### src/pkg/dsm_pkg.sv
// Purpose: constants and types for the carrier select and sync block
// Assumes: APB slave with 32-bit data, registers 8 bits wide in the low lane
// Notes: offsets are byte addresses, one aligned word per register
package dsm_pkg;
  localparam logic [11:0] DSM_OFF_MODCTL = 12'h000;
  localparam logic [11:0] DSM_OFF_MODSRC = 12'h004;
  localparam logic [11:0] DSM_OFF_CARH = 12'h008;
  localparam logic [11:0] DSM_OFF_CARL = 12'h00C;
  localparam int DSM_BIT_PINDIS = 7;
  localparam int DSM_BIT_INV = 6;
  localparam int DSM_BIT_SYNC = 5;
  localparam int DSM_BIT_EN = 7;
  localparam int DSM_BIT_OE = 6;
  localparam int DSM_BIT_SLR = 5;
  localparam int DSM_BIT_OPOL = 4;
  localparam int DSM_BIT_OUT = 3;
  localparam int DSM_BIT_MBIT = 0;
  localparam logic [7:0] DSM_CAR_WMASK = 8'hEF;
  localparam logic [7:0] DSM_CON_WMASK = 8'hF1;
  localparam logic [7:0] DSM_SRC_WMASK = 8'h8F;
  localparam logic [7:0] DSM_CON_RST = 8'h20;
  localparam logic [7:0] DSM_CAR_RST = 8'h00;
  localparam logic [7:0] DSM_SRC_RST = 8'h00;
  localparam logic [3:0] DSM_SEL_VSS = 4'h0;
  localparam logic [3:0] DSM_SEL_CIN1 = 4'h1;
  localparam logic [3:0] DSM_SEL_CIN2 = 4'h2;
  localparam logic [3:0] DSM_SEL_REFCLK = 4'h3;
  localparam logic [3:0] DSM_SEL_PWM = 4'h4;
  localparam logic [3:0] DSM_MS_BIT = 4'h0;
  localparam logic [3:0] DSM_MS_PIN = 4'h1;
  localparam logic [3:0] DSM_MS_PWM = 4'h2;
  typedef enum logic [1:0] {
    DSM_ST_LOW = 2'b01,
    DSM_ST_HIGH = 2'b10
  } dsm_state_type;
endpackage

### src/hw/dsm_carrier.sv
// Purpose: carrier selection, inversion, pin disable and switch sync
// Assumes: pin inputs are asynchronous and pass two flip-flops first
// Notes: registers sit on APB with zero wait states
`timescale 1ns/100ps
//////////////////////////////////////////////////////////////////////
// What this block does
// - High pin-disable bit set stops the high carrier source driving its pin.
// - High polarity bit inverts the selected high carrier.
// - High sync on: switch to low waits for high carrier falling edge.
// - High sync off: switch away from high at once, spurs allowed.
// - High select: 0100 PWM, 0011 reference clock, 0010 pin two, 0001 pin one.
// - High select codes 0101 to 1111 connect nothing.
// - Low pin-disable bit set stops the low carrier source driving its pin.
// - Low polarity bit inverts the selected low carrier.
// - Low sync on: switch to high waits for low carrier falling edge.
// - Low sync off: switch away from low at once, spurs allowed.
// - Low select: 0000 ground, 0001 pin one, 0011 reference clock, 0100 PWM.
// - Low select 0010 and 0101 to 1111 connect nothing.
// - Bit 4 of both carrier registers reads zero, ignores writes.
// - Modulation one picks the high carrier, zero the low carrier.
module dsm_carrier (
  input wire logic pclk, // APB clock
  input wire logic presetn, // Async reset, active low
  input wire logic psel, // APB select
  input wire logic penable, // APB enable
  input wire logic pwrite, // APB direction
  input wire logic [11:0] paddr, // APB byte address
  input wire logic [31:0] pwdata, // APB write data
  output logic [31:0] prdata, // APB read data
  output logic pready, // APB ready
  output logic pslverr, // APB error
  input wire logic carrier_input_pin_one, // Carrier pin one
  input wire logic carrier_input_pin_two, // Carrier pin two
  input wire logic reference_clock_signal, // Reference clock source
  input wire logic capture_compare_pwm_output, // PWM source
  input wire logic pwm_mode_active, // PWM source is in PWM mode
  input wire logic modulation_pin, // Modulation input pin
  output logic modulated_out, // Modulated output level
  output logic modulated_out_oe, // Output pin enable
  output logic modulated_slew_limit, // Slew limit on the output pin
  output logic pwm_pin_disable, // Stop PWM driving its own pin
  output logic refclk_pin_disable // Stop reference clock driving its pin
);
  import dsm_pkg::*;

  //////////////////////////////////////////////////////////////////////
  // Field layout inside the 8-bit registers
  localparam int SEL_LSB = 0;
  localparam int SEL_MSB = 3;
  localparam int BYTE_W = 8;
  localparam int WORD_W = 32;
  localparam int LANE_PAD = WORD_W - BYTE_W;
  localparam int SYNC_STAGES = 2;
  localparam int N_PINS = 5;

  // Slot of each asynchronous source in the synchroniser vector
  localparam int PIN_CIN1 = 0;
  localparam int PIN_CIN2 = 1;
  localparam int PIN_REF = 2;
  localparam int PIN_PWM = 3;
  localparam int PIN_MOD = 4;

  // Slot of each register in the one-hot address decode
  localparam int DEC_CON = 0;
  localparam int DEC_SRC = 1;
  localparam int DEC_CARH = 2;
  localparam int DEC_CARL = 3;
  localparam int N_REGS = 4;

  //////////////////////////////////////////////////////////////////////
  // All state of the block, registered as one word
  typedef struct packed {
    logic [BYTE_W-1:0] con;
    logic [BYTE_W-1:0] src;
    logic [BYTE_W-1:0] carh;
    logic [BYTE_W-1:0] carl;
    logic [SYNC_STAGES-1:0][N_PINS-1:0] pin_s;
    logic hi_prev;
    logic lo_prev;
    dsm_state_type st;
    logic [WORD_W-1:0] prdata;
    logic pready;
    logic pslverr;
    logic out;
    logic oe;
    logic slr;
    logic pwm_dis;
    logic ref_dis;
  } dsm_regs_type;

  dsm_regs_type s_r;
  dsm_regs_type s_nxt;

  //////////////////////////////////////////////////////////////////////
  // Carrier mux; unused codes give a quiet zero
  function automatic logic carrier_pick(
    input logic [SEL_MSB:SEL_LSB] sel,
    input logic allow_cin2,
    input logic cin1,
    input logic cin2,
    input logic refc,
    input logic pwm,
    input logic pwm_on
  );
    logic v;
    v = 1'b0;
    case (sel)
      DSM_SEL_VSS: begin
        v = 1'b0;
      end
      DSM_SEL_CIN1: begin
        v = cin1;
      end
      DSM_SEL_CIN2: begin
        v = allow_cin2 & cin2;
      end
      DSM_SEL_REFCLK: begin
        v = refc;
      end
      // PWM output counts only while its source runs in PWM mode
      DSM_SEL_PWM: begin
        v = pwm & pwm_on;
      end
      default: begin
        v = 1'b0;
      end
    endcase
    return v;
  endfunction

  // Address decode, one bit per register, zero for a hole in the map
  function automatic logic [N_REGS-1:0] reg_decode(
    input logic [11:0] addr
  );
    logic [N_REGS-1:0] hit_v;
    hit_v = '0;
    case (addr)
      DSM_OFF_MODCTL: hit_v[DEC_CON] = 1'b1;
      DSM_OFF_MODSRC: hit_v[DEC_SRC] = 1'b1;
      DSM_OFF_CARH: hit_v[DEC_CARH] = 1'b1;
      DSM_OFF_CARL: hit_v[DEC_CARL] = 1'b1;
      default: hit_v = '0;
    endcase
    return hit_v;
  endfunction

  // Source pin is released when its disable bit is set and it is selected
  function automatic logic pin_off(
    input logic [BYTE_W-1:0] ctl,
    input logic [SEL_MSB:SEL_LSB] code
  );
    return ctl[DSM_BIT_PINDIS] && (ctl[SEL_MSB:SEL_LSB] == code);
  endfunction

  //////////////////////////////////////////////////////////////////////
  // Combinational helpers
  logic [N_PINS-1:0] pin_raw;
  logic [N_PINS-1:0] pin_q;
  logic hi_raw;
  logic lo_raw;
  logic hi_car;
  logic lo_car;
  logic hi_fall;
  logic lo_fall;
  logic mod_sig;
  logic want_high;
  logic mixed;
  logic [N_REGS-1:0] dec;
  logic [BYTE_W-1:0] rd_byte;
  logic [BYTE_W-1:0] wb;
  logic setup_ph;
  logic wr_take;

  //////////////////////////////////////////////////////////////////////
  // Pin sources gathered into one vector for the synchroniser
  assign pin_raw[PIN_CIN1] = carrier_input_pin_one;
  assign pin_raw[PIN_CIN2] = carrier_input_pin_two;
  assign pin_raw[PIN_REF] = reference_clock_signal;
  assign pin_raw[PIN_PWM] = capture_compare_pwm_output;
  assign pin_raw[PIN_MOD] = modulation_pin;
  // Only the second stage is read; the first may still be settling
  assign pin_q = s_r.pin_s[SYNC_STAGES-1];

  //////////////////////////////////////////////////////////////////////
  // Next-state logic for the whole block
  always_comb begin
    s_nxt = s_r;
    // Two-flop synchroniser for every pin source
    s_nxt.pin_s = {s_r.pin_s[0], pin_raw};

    hi_raw = carrier_pick(
      s_r.carh[SEL_MSB:SEL_LSB],
      1'b1,
      pin_q[PIN_CIN1],
      pin_q[PIN_CIN2],
      pin_q[PIN_REF],
      pin_q[PIN_PWM],
      pwm_mode_active
    );
    lo_raw = carrier_pick(
      s_r.carl[SEL_MSB:SEL_LSB],
      1'b0,
      pin_q[PIN_CIN1],
      pin_q[PIN_CIN2],
      pin_q[PIN_REF],
      pin_q[PIN_PWM],
      pwm_mode_active
    );

    hi_car = hi_raw ^ s_r.carh[DSM_BIT_INV];
    lo_car = lo_raw ^ s_r.carl[DSM_BIT_INV];
    s_nxt.hi_prev = hi_car;
    s_nxt.lo_prev = lo_car;
    // Falling edge as seen after polarity
    hi_fall = s_r.hi_prev & ~hi_car;
    lo_fall = s_r.lo_prev & ~lo_car;

    // Modulation source
    case (s_r.src[SEL_MSB:SEL_LSB])
      DSM_MS_BIT: begin
        mod_sig = s_r.con[DSM_BIT_MBIT];
      end
      DSM_MS_PIN: begin
        mod_sig = pin_q[PIN_MOD];
      end
      DSM_MS_PWM: begin
        mod_sig = pin_q[PIN_PWM] & pwm_mode_active;
      end
      default: begin
        mod_sig = 1'b0;
      end
    endcase
    want_high = mod_sig;

    // A synced side holds until its own carrier falls
    case (s_r.st)
      DSM_ST_HIGH: begin
        if (!want_high && (!s_r.carh[DSM_BIT_SYNC] || hi_fall)) begin
          s_nxt.st = DSM_ST_LOW;
        end
      end
      DSM_ST_LOW: begin
        if (want_high && (!s_r.carl[DSM_BIT_SYNC] || lo_fall)) begin
          s_nxt.st = DSM_ST_HIGH;
        end
      end
      default: s_nxt.st = DSM_ST_LOW;
    endcase

    // Output follows the side chosen this cycle
    mixed = (s_nxt.st == DSM_ST_HIGH) ? hi_car : lo_car;
    // Disabled module drives low regardless of polarity
    if (s_r.con[DSM_BIT_EN]) begin
      s_nxt.out = mixed ^ s_r.con[DSM_BIT_OPOL];
    end else begin
      s_nxt.out = 1'b0;
    end
    s_nxt.oe = s_r.con[DSM_BIT_EN] & s_r.con[DSM_BIT_OE];
    s_nxt.slr = s_r.con[DSM_BIT_SLR];

    s_nxt.pwm_dis = pin_off(s_r.carh, DSM_SEL_PWM) |
                    pin_off(s_r.carl, DSM_SEL_PWM) |
                    pin_off(s_r.src, DSM_MS_PWM);
    s_nxt.ref_dis = pin_off(s_r.carh, DSM_SEL_REFCLK) |
                    pin_off(s_r.carl, DSM_SEL_REFCLK);

    //////////////////////////////////////////////////////////////////////
    // APB slave, answers in the access cycle
    setup_ph = psel & ~penable;
    dec = reg_decode(paddr);
    wb = pwdata[BYTE_W-1:0];
    rd_byte = '0;
    if (dec[DEC_CON]) begin
      rd_byte = {s_r.con[DSM_BIT_EN:DSM_BIT_OPOL], s_r.out, 2'b00, s_r.con[DSM_BIT_MBIT]};
    end
    if (dec[DEC_SRC]) begin
      rd_byte = s_r.src;
    end
    if (dec[DEC_CARH]) begin
      rd_byte = s_r.carh & DSM_CAR_WMASK;
    end
    if (dec[DEC_CARL]) begin
      rd_byte = s_r.carl & DSM_CAR_WMASK;
    end
    s_nxt.pready = setup_ph;
    s_nxt.pslverr = setup_ph & ~(|dec);
    if (setup_ph && !pwrite) begin
      s_nxt.prdata = {{LANE_PAD{1'b0}}, rd_byte};
    end

    // Write lands at the access edge only
    wr_take = psel & penable & pwrite & s_r.pready;
    if (wr_take && dec[DEC_CON]) begin
      s_nxt.con = wb & DSM_CON_WMASK;
    end
    if (wr_take && dec[DEC_SRC]) begin
      s_nxt.src = wb & DSM_SRC_WMASK;
    end
    if (wr_take && dec[DEC_CARH]) begin
      s_nxt.carh = wb & DSM_CAR_WMASK;
    end
    if (wr_take && dec[DEC_CARL]) begin
      s_nxt.carl = wb & DSM_CAR_WMASK;
    end
  end

  //////////////////////////////////////////////////////////////////////
  // State register; reset loads the register defaults
  always_ff @(posedge pclk or negedge presetn) begin
    if (!presetn) begin
      s_r <= '0;
      s_r.con <= DSM_CON_RST;
      s_r.src <= DSM_SRC_RST;
      s_r.carh <= DSM_CAR_RST;
      s_r.carl <= DSM_CAR_RST;
      s_r.st <= DSM_ST_LOW;
    end else begin
      s_r <= s_nxt;
    end
  end

  assign prdata = s_r.prdata;
  assign pready = s_r.pready;
  assign pslverr = s_r.pslverr;
  assign modulated_out = s_r.out;
  assign modulated_out_oe = s_r.oe;
  assign modulated_slew_limit = s_r.slr;
  assign pwm_pin_disable = s_r.pwm_dis;
  assign refclk_pin_disable = s_r.ref_dis;
endmodule // dsm_carrier

### config.mk
export PLATFORM = sky130hd
export DESIGN_NAME = dsm_carrier
export DESIGN_NICKNAME = d
export VERILOG_FILES = /design/src/pkg/dsm_pkg.sv /design/src/hw/dsm_carrier.sv
export SDC_FILE = /design/constraint.sdc
export NUM_CORES = 1
export LEC_CHECK = 0
export BUFFER_PORTS_ARGS = -buffer_cell sky130_fd_sc_hd__buf_4
export CAP_MARGIN = 20
export CORE_ASPECT_RATIO = 0.7
export CORE_MARGIN = 2
export CORE_UTILIZATION = 54
export CTS_CLUSTER_DIAMETER = 100
export CTS_CLUSTER_SIZE = 28
export DETAILED_ROUTE_END_ITERATION = 12
export PLACE_DENSITY = 0.86
export SLEW_MARGIN = 40
export SYNTH_ARGS = -nofsm -noshare
export SYNTH_HDL_FRONTEND = slang
export SYNTH_SLANG_ARGS = --single-unit
### constraint.sdc
create_clock -name pclk -period 5.18 [get_ports pclk]
set_clock_uncertainty 0.05 [all_clocks]
set_input_delay 0.518 -clock pclk [delete_from_list [all_inputs] [get_ports pclk]]
set_output_delay 0.518 -clock pclk [all_outputs]
set_load 0.05 [all_outputs]
* Yosys cells after proc, flatten, opt, wreduce, memory -nomap -nowiden *
Cells that the tools add are included.

storage, ports and cells
  input bits = 55
  register bits = 53
  output and inout port bits = 39
  word-level logic and storage cells = 88

cells by class
  equality and inequality tests = 15
  bitwise operators = 19
  reductions and logical operators = 21
  muxes and demuxes = 16

operator list
  cell                 count
  $mux 8               4
  $eq 12x4->1 const B  2
  $eq 4x2->1 const B   4
  $eq 12x3->1 const B  1
  $eq 4x1->1 const B   3
  $logic_and 1x1->1    12
  $logic_not 12->1     1
  $and 1x1->1          9
  $eq 4x3->1 const B   2
  $mux 1               6
  $pmux 1 s3           2
  $eq 2x2->1 const B   2
  $logic_not 1->1      4
  $logic_not 4->1      1
  $mux 2               2
  $not 1->1            4
  $pmux 1 s4           1
  $pmux 2 s2           1
  $reduce_or 4->1      1
  $or 1x1->1           3
  $xor 1x1->1          3
  $eq 2x1->1 const B   1
  $logic_or 1x1->1     2

* Logic depth before layout (Yosys ltp) *
Gate-level depths: netlist of the first run.

  depth in word-level cells = 13
  gate-level depth with buffers = 8
  gate-level depth less buffers = 8

* Least setup slack after synthesis of the first run *
No wires, ideal clock.

  path type = input to register
  start = in paddr[5]
  end = reg s_r[61] in the netlist's numbering
  setup time = 128 ps
  path slack = 2865 ps
  required time = 5002 ps
  arrival = 2138 ps
  stages = 6
  path buffers = 0
  path through = nor4_1 nand3_1 nor2_2 nand2_1 nor2_2 mux2_1

between the ends
  longest elaborated chain between the ends = 3

ends and longest elaborated chain
  item                  line                text
  from (decl)           dsm_carrier.sv:27   input wire logic [11:0] paddr,
  $eq 12x4->1           dsm_carrier.sv:137  case (addr)
  $mux 1                dsm_carrier.sv:137
  $logic_and 1x1->1     dsm_carrier.sv:299  if (wr_take && dec[DEC_CARH]) begin
  to (signal assigned)  dsm_carrier.sv:318  s_r <= s_nxt;
  to (decl)             dsm_carrier.sv:91   dsm_regs_type s_r;

No other way between the ends.
A chain may end at the register's enable or synchronous reset.

* Worst setup path in the final report of the first run *
  start = in paddr[5]
  end = reg s_r[64] in the netlist's numbering

The elaborated chain is that of the path after synthesis.

==> impl_metrics.toml, run 1 <==
[cells_and_area]
fin_util_pct = 63.0
final_nets = 318
diodes = 0
instances_no_fill = 331
final_cell_mix = "51 x dfrtp_1, 45 x buf_4, 24 x conb_1"
layout_commonest_cell = "dfrtp_1"
seqCellArea_sq_um = 1330
fillerInstances = 364
multi_input_area_sq_um = 1140
fin_area_sq_um = 3000
area_growth_pct = 12.8
drive_above_1_share_pct = 29.0

[setup_path]
worstSetupStartpointType = "input port"
path_cells = "buf_4 -> nor4_1 -> nand3_1 -> nor2_2 -> nand2_1 -> nor2_2 -> mux2_1"
arrival_ps = 2700
crit_type = "in -> reg"
critPathTopFamily = "simple AND/OR/NAND/NOR gates"
worst-endpoint-required_ps = 5320
path_buf_inv = 1
path_max_fanout = 7
worst_path_most_repeated_cell = "nor2_2"
cpMaxStageDelayCell = "nor4_1"
slowest_delay_ps = 540
end_kind = "flop"

[clock_network]
clock_sinks = 53
numCtsBuffers = 5
cts_tree = "built"
htreeDepth = 2
clk_pin_slew_worst_paths_ps = 100
cts_resized = 0
clk-insertion-delay-late_ps = 310
root_buffer = "clkbuf_8"
holdBufCountCts = 0
clock_path_buffers = 2
cts_setup_buffers = 0

[yosys]
synth_top_flop_cell = "dfrtp_1"
synthCells = 223
synth_cell_types = 49
synth_area_leader_cell = "dfrtp_1"
synth.avg_cell_area_sq_um = 11.9
post_synth_main_area_contributors = "dfrtp_1 48%, buf_4 9.0%, mux2_1 7.6%, mux2_2 5.1%, mux4_2 2.5%"
ys_async_sr_fraction_pct = 100
seq_area_frac_synth_pct = 50.0
ys_ff_latch = 53
syn_area_sq_um = 2660
synth_edf_count = 0
synth_top_area_share_pct = 48.0
yosysWarnings = 0

[power_and_ir_drop]
p_int_mw = 0.555
p_clk_share_pct = 30.6
p_per_area_nw_per_um2 = 259
switchingPower_mw = 0.220
peakVddDrop_uv = 154
p_total_mw = 0.775
switching_share_pct = 28.4
comb_power_share_pct = 13.8
seqPwrFrac_pct = 55.6
p_leak_nw = 1.46

[grt]
grtUsageMet3_pct = 5.94
grt_pass1_wl_mm = 8.64
use_met1_pct = 30.5
grt_pass1_vias = 1756
use_met2_pct = 29.5
grt_max_degree = 54
gr-max-usage-layer = "met1"
antenna_found_initial = 0
grt.overflow.total = 0
grtUsageTotal_pct = 20.6

[hold_path]
hold_class = "in -> async"

[placed_design]
io_buffers = 45
placed_cell_area_sq_um = 2910
place_hpwl_mm = 3.89
gp_congestion = 0.798
place_inst = 323
post-place-ws_ps = 2310

[route]
first_pass_iters = 4
vias = 1750
ant_nets = 0
first_iter_violations = 101
wire_per_inst_um = 15.5
wl_mm = 5.13
drcViolationCount = 0
viasPerCell = 5.29

[floorplan]
initial_core_util_pct = 55.9
ios = 94
core_area_sq_um = 4760
dieHeight_um = 62.7
rows = 21
die_w_um = 87.9
die_area_sq_um = 5510

[sta]
max_freq_mhz = 391
postLayoutSetupSlackWorst_ps = 2620
holdWs_ps = 181
relSlewSlack_pct = 56.7
fin_setup_tns_ps = 0
finalHoldViolCount = 0
timing.final.crit_share_pct = 49.4
tightest_slew_ps = 649
setup_violations = 0
slew_viol_final = 0
finalCriticalPeriod_ps = 2560
grt_setup_unrepaired = "false"

[status]
status = "finished clean"

[run]
cap_violations = 0
## layer usage
metal,up-vias,routed length (um)
met5,-,0
met2,49,2360
met3,6,335
li1,827,-
met1,868,2380
met4,0,55
## cells by family (layout without fill, tap and decap cells)
group	after synthesis	in the layout	synth area share, %
AO/OA/AOI/OAI	30	30	8.29
XOR/XNOR	2	2	0.659
adder cells (fa/ha/maj)	2	2	0.941
buffers and inverters	40	56	10.2
flip-flops	53	53	50.0
multiplexers	34	34	15.6
other	1	24	0.141
AND/OR/NAND/NOR	61	61	14.1
## Yosys cell counts, drive strengths merged (3+ instances only)
cell and count:
nand3 3, clkbuf 4, nor2b 4, mux4 3, nand3b 5, nand4 4
o211ai 4, and2 4, dfrtp 51, nand2 16, nor2 6, inv 3
o31ai 5, o21ai 7, mux2 30, buf 33, nor4b 3, a22oi 4
## area by class of cell
class                      instances  area share [%]
clock buffer                       5            2.30
clock inverter                     3           0.710
inverter                           3           0.376
multi-input combinational        153            38.1
sequential                        53            44.3
tap                               69            2.88
timing repair buffer              45            11.3
## path summary, 6_finish.rpt
check / start / endpoint / slack (ps) / cells past startpoint
hold reg to reg: s_nxt[48] / pin_q[0] / 310 / 0
min in group pclk: modulation_pin / s_nxt[52] / 260 / 1
setup / recovery: paddr[5] / s_r[64] / 2620 / 7
setup reg to reg: s_r[61] / modulated_out / 2840 / 7
max in group asynchronous: presetn / s_r[64] / 4470 / 1
hold / removal: presetn / modulated_slew_limit / 180 / 1
## registers in the layout (all words and copies together), names as in the netlist
register and count:
s_r 27, prdata 8, s_nxt 6, pin_q 5, modulated_out 1, modulated_out_oe 1
modulated_slew_limit 1, pready 1, pslverr 1, pwm_pin_disable 1, refclk_pin_disable 1
## worst register-to-register path, delay by kind of cell, from the launching register on
kind	cells	cell delay (ps)
compound gates	3	500
flops	1	470
mux	1	380
simple gates	3	860
## power groups by stage
| stage | Combinational, mW | Sequential (mW) | Clock (mW) |
|---|---|---|---|
| final | 0.107 | 0.431 | 0.237 |
| after global routing | 0.116 | 0.432 | 0.261 |
| after CTS | 0.107 | 0.431 | 0.243 |
| after detailed placement | 0.107 | 0.439 | 0 |
| after global placement | 0.106 | 0.439 | 0 |
| after floorplan | 0.0852 | 0.440 | 0 |
Note: power is estimated with default switching activity, not from simulation.
==> run 2: changes to the inputs <==
Settings changed: CORE_UTILIZATION 54 to 50, PLACE_DENSITY 0.86 to 0.8.
Clock period 5.18 ns to 2.4 ns, I/O delays scaled along.
==> run 2 against run 1 <==
Non-clock buffer count rose by 10. Global-route usage down 2.3 points. Critical path type is now reg -> reg. Via count rose by 2.5%. Combinational power is 130% higher. Sequential power increased by 120%. Clock-buffer cell count up 1. Final area is 3.8% higher. Critical endpoint is now modulated_out. Critical path depth unchanged.
==> impl_metrics.toml, run 2 (synthesized netlist as in run 1, its figures left out) <==
[status]
status = "finished clean"

[floorplan]
die_area_sq_um = 5920
die_w_um = 91.1
initial_core_util_pct = 51.4
dieHeight_um = 65.0
rows = 22
ios = 94
core_area_sq_um = 5170

[grt]
grt_max_degree = 54
grt.overflow.total = 0
grt_pass1_wl_mm = 8.29
grtUsageTotal_pct = 18.3
grt_pass1_vias = 1699
antenna_found_initial = 0

[placed_design]
io_buffers = 45
gp_congestion = 0.792
place_inst = 330
placed_cell_area_sq_um = 2940
place_hpwl_mm = 3.86

[cells_and_area]
top_register = "s_r"
diodes = 0
instances_no_fill = 344
largest_register_ffs = 27
final_cell_mix = "51 x dfrtp_1, 49 x buf_4, 24 x conb_1"
final_nets = 328
drive_above_1_share_pct = 30.1
layout_commonest_cell = "dfrtp_1"
fin_area_sq_um = 3110
area_growth_pct = 17.1

[hold_path]
worstHoldPathCells = 2
min-delay-start = "penable"
hold_class = "in -> reg"
hold_end = "pready"

[clock_network]
numCtsBuffers = 5
cts_tree = "built"
clk-insertion-delay-late_ps = 310
clock_path_buffers = 2
clk_pin_slew_worst_paths_ps = 90
clock_sinks = 53
root_buffer = "clkbuf_8"
htreeDepth = 2

[sta]
fin_setup_tns_ps = 0
setup_violations = 0
max_freq_mhz = 436
relSlewSlack_pct = 56.2
grt_setup_unrepaired = "false"
tightest_slew_ps = 658
finalHoldViolCount = 0
slew_viol_final = 0
timing.final.crit_share_pct = 95.5
finalCriticalPeriod_ps = 2290

[run]
cap_violations = 0

[route]
wire_per_inst_um = 15.1
ant_nets = 0
drcViolationCount = 0
first_pass_iters = 4
vias = 1794
wl_mm = 5.20
first_iter_violations = 66
viasPerCell = 5.22

[setup_path]
path_max_fanout = 5
end_kind = "flop"
r2r_slack_ps = 110
worstSetupStartpointType = "flop"
r2r-end = "modulated_out"
crit_type = "reg -> reg"
arrival_ps = 2470
worst-endpoint-required_ps = 2580
ff2ff_path_depth = 7
worstReg2RegStart = "s_r[53]"

[power_and_ir_drop]
comb_power_share_pct = 14.4
p_clk_share_pct = 30.9
switching_share_pct = 27.6
p_int_mw = 1.23
peakVddDrop_uv = 338
switchingPower_mw = 0.469
p_leak_nw = 1.51
p_per_area_nw_per_um2 = 547
seqPwrFrac_pct = 54.7
## run 2: worst max-delay path, stage by stage (launching register included)
cell and delay [ps]:
dfrtp_1 440, or3b_1 430, o22a_1 290, o2111a_1 280, o21ai_2 120, o211ai_1 150, or3_1 370, o211ai_1 90
## run 2: layer usage
layer / vias up / track usage (%) / wire [um]
met3: 7 / 3.49 / 227
li1: 851 / - / -
met5: - / 0 / 0
met2: 54 / 26.8 / 2300
met1: 882 / 27.3 / 2610
met4: 0 / 6.25 / 64
## run 2: worst max-delay path by stage
stage,startpoint,endpoint
after global routing,s_r[53],modulated_out
after detailed placement,s_r[61],modulated_out
final,s_r[53],modulated_out
after global placement,s_r[53],modulated_out
after CTS,s_r[61],modulated_out
after floorplan,s_r[54],modulated_out
## run 2: area by class of cell
type,instances,area (sq um)
clock inverter,2,13.8
multi-input combinational,153,1160
inverter,3,11.3
fill,432,2060
tap,72,90.1
clock buffer,6,82.6
sequential,53,1330
timing repair buffer,55,428
## run 2: stage by stage
| step | hold WS (ps) | total power, mW | utilization (%) | setup slack, ps |
|---|---|---|---|---|
| floorplan | -106 | 1.13 | - | 318 |
| global placement | 260 | 1.18 | 56.8 | 157 |
| detailed placement | 271 | 1.18 | 56.8 | 129 |
| CTS | 46.9 | 1.72 | 59.9 | 91.5 |
| global route | 47.8 | 1.78 | 60.1 | 6.02 |
| finish | 51.6 | 1.70 | 60.1 | 109 |
## run 2: repair_timing
item	CTS	global route
setup buffers	0	0
gates resized for setup	0	2
hold endpoints to repair	56	0
endpoints found under the setup margin	0	1
hold buffers	6	0
## run 2: power by group through the flow
stage          sequential [mW]  clock (mW)  combinational, mW
4_1_cts                  0.930       0.545              0.246
3_5_place_dp             0.947           0              0.237
6_report                 0.930       0.526              0.245
3_3_place_gp             0.946           0              0.232
5_1_grt                  0.932       0.584              0.264
2_1_floorplan            0.951           0              0.184
==> run 3: changes to the inputs <==
Settings changed: BUFFER_PORTS_ARGS -buffer_cell sky130_fd_sc_hd__buf_4 to -buffer_cell sky130_fd_sc_hd__buf_2.
==> run 3 against run 2 <==
First-iteration DRC count rose by 26%. Sequential power about the same. Cell count grew 0.87%. Combinational power is 6% lower. Total power fell by 3.4%. Sequential cell count did not move. Hold slack improved by 10 ps. Register-to-register slack hardly changed. Wire length fell by 2.1%. Highest routed layer unchanged.
==> impl_metrics.toml, run 3 (synthesized netlist as in run 1, its figures left out) <==
[floorplan]
core_area_sq_um = 5170
rows = 22
die_area_sq_um = 5920
dieHeight_um = 65.0
initial_core_util_pct = 51.4
ios = 94
die_w_um = 91.1

[sta]
postLayoutSetupSlackWorst_ps = 117
grt_setup_unrepaired = "false"
setup_violations = 0
max_freq_mhz = 438
fin_setup_tns_ps = 0
finalHoldViolCount = 0
tightest_slew_ps = 526
relSlewSlack_pct = 64.9
finalCriticalPeriod_ps = 2280
holdWs_ps = 61.8
timing.final.crit_share_pct = 95.1
slew_viol_final = 0

[setup_path]
path_max_fanout = 5
worstReg2RegStart = "s_r[53]"
r2r_slack_ps = 120
arrival_ps = 2460
worst-endpoint-required_ps = 2570
ff2ff_path_depth = 7
crit_path_start = "s_r[53]"
cpMaxStageDelayCell = "dfrtp_1"
path_buf_inv = 0
r2r-end = "modulated_out"
path_cells = "or3b_1 -> o22a_1 -> o2111a_1 -> o21ai_2 -> o211ai_1 -> or3_1 -> o211ai_1"
crit_cells = 7
critPathTopFamily = "compound AO/OA/AOI/OAI gates"
worstSetupStartpointType = "flop"
crit_type = "reg -> reg"
cp-endpoint = "modulated_out"
worst_path_most_repeated_cell = "o211ai_1"
end_kind = "flop"
slowest_delay_ps = 430

[route]
viasPerCell = 5.18
vias = 1797
first_pass_iters = 4
wire_per_inst_um = 14.7
first_iter_violations = 83
wl_mm = 5.09
ant_nets = 0
drcViolationCount = 0

[hold_path]
hold_class = "in -> reg"

[grt]
grt_pass1_vias = 1733
antenna_found_initial = 0
grt.overflow.total = 0
grt_max_degree = 22
grt_pass1_wl_mm = 8.53
grtUsageTotal_pct = 18.6

[cells_and_area]
fillerInstances = 451
drive_above_1_share_pct = 30.9
final_nets = 331
largest_register_ffs = 27
final_cell_mix = "50 x dfrtp_1, 45 x buf_2, 24 x conb_1"
top_register = "s_r"
area_growth_pct = 13.5
layout_commonest_cell = "dfrtp_1"
fin_area_sq_um = 3020
diodes = 0

[placed_design]
post-place-ws_ps = 108
placed_cell_area_sq_um = 2850
gp_congestion = 0.816
io_buffers = 45
place_hpwl_mm = 3.93

[power_and_ir_drop]
p_per_area_nw_per_um2 = 545
p_leak_nw = 1.49
p_total_mw = 1.64
peakVddDrop_uv = 317

[clock_network]
clock_sinks = 53
clk_pin_slew_worst_paths_ps = 90
root_buffer = "clkbuf_8"
clock_path_buffers = 2
cts_setup_buffers = 0
numCtsBuffers = 5
clk-insertion-delay-late_ps = 300
htreeDepth = 2
cts_tree = "built"

[run]
cap_violations = 0

[status]
status = "finished clean"
-- run 3: cell count changes in the layout (fill, tap and decap cells not counted), sizes merged --
cell and delta:
clkinvlp +1, clkbuf +1, clkinv -2, buf +3
-- run 3: how the worst min path moves through the flow --
| stage | startpoint | to | slack, ps | cells past startpoint |
|---|---|---|---|---|
| detailed placement | presetn | s_r[41] | 160 | 1 |
| CTS | penable | pready | 50 | 2 |
| finish | penable | pready | 60 | 2 |
| global route | penable | pready | 60 | 2 |
| global placement | presetn | modulated_out | 170 | 1 |
| floorplan | presetn | modulated_out | -110 | 0 |
-- run 3: cell type report --
class | count | area (sq um) | area share [%]
clock inverters | 1 | 7.51 | 0.249
repair buffers | 58 | 338 | 11.2
well taps | 72 | 90.1 | 2.99
flip-flops and latches | 53 | 1330 | 44.1
clock buffers | 7 | 76.3 | 2.53
inverters | 3 | 11.3 | 0.373
multi-input cells | 153 | 1160 | 38.5
-- run 3: through the flow --
stage | instances | util [%]
3_3_place_gp | 333 | 55.1
2_1_floorplan | 246 | -
4_1_cts | 347 | 57.9
3_5_place_dp | 333 | 55.1
5_1_grt | 347 | 58.3
6_report | 347 | 58.3
-- run 3: where the power goes --
group	internal [mW]	leakage, nW	switching (mW)
clock network	0.207	0.0385	0.278
logic	0.0681	0.745	0.162
registers	0.917	0.707	0.0118
total	1.19	1.49	0.451
-- run 3: layer usage --
metal	vias to the layer above	track usage, %	wire, um
met5	-	0	0
met2	55	27.4	2350
met1	882	27.8	2430
li1	853	-	-
met3	7	3.95	266
met4	0	5.11	46
-- run 3: worst register-to-register path, cell delays in order, from the launching register on --
cell and delay [ps]:
dfrtp_1 430, or3b_1 430, o22a_1 290, o2111a_1 280
o21ai_2 120, o211ai_1 150, or3_1 370, o211ai_1 90
-- run 3: timing repair --
action	in CTS	in global routing
setup endpoints to repair	0	1
hold buffers	6	0
resized for setup	0	4
endpoints found under the hold margin	23	0
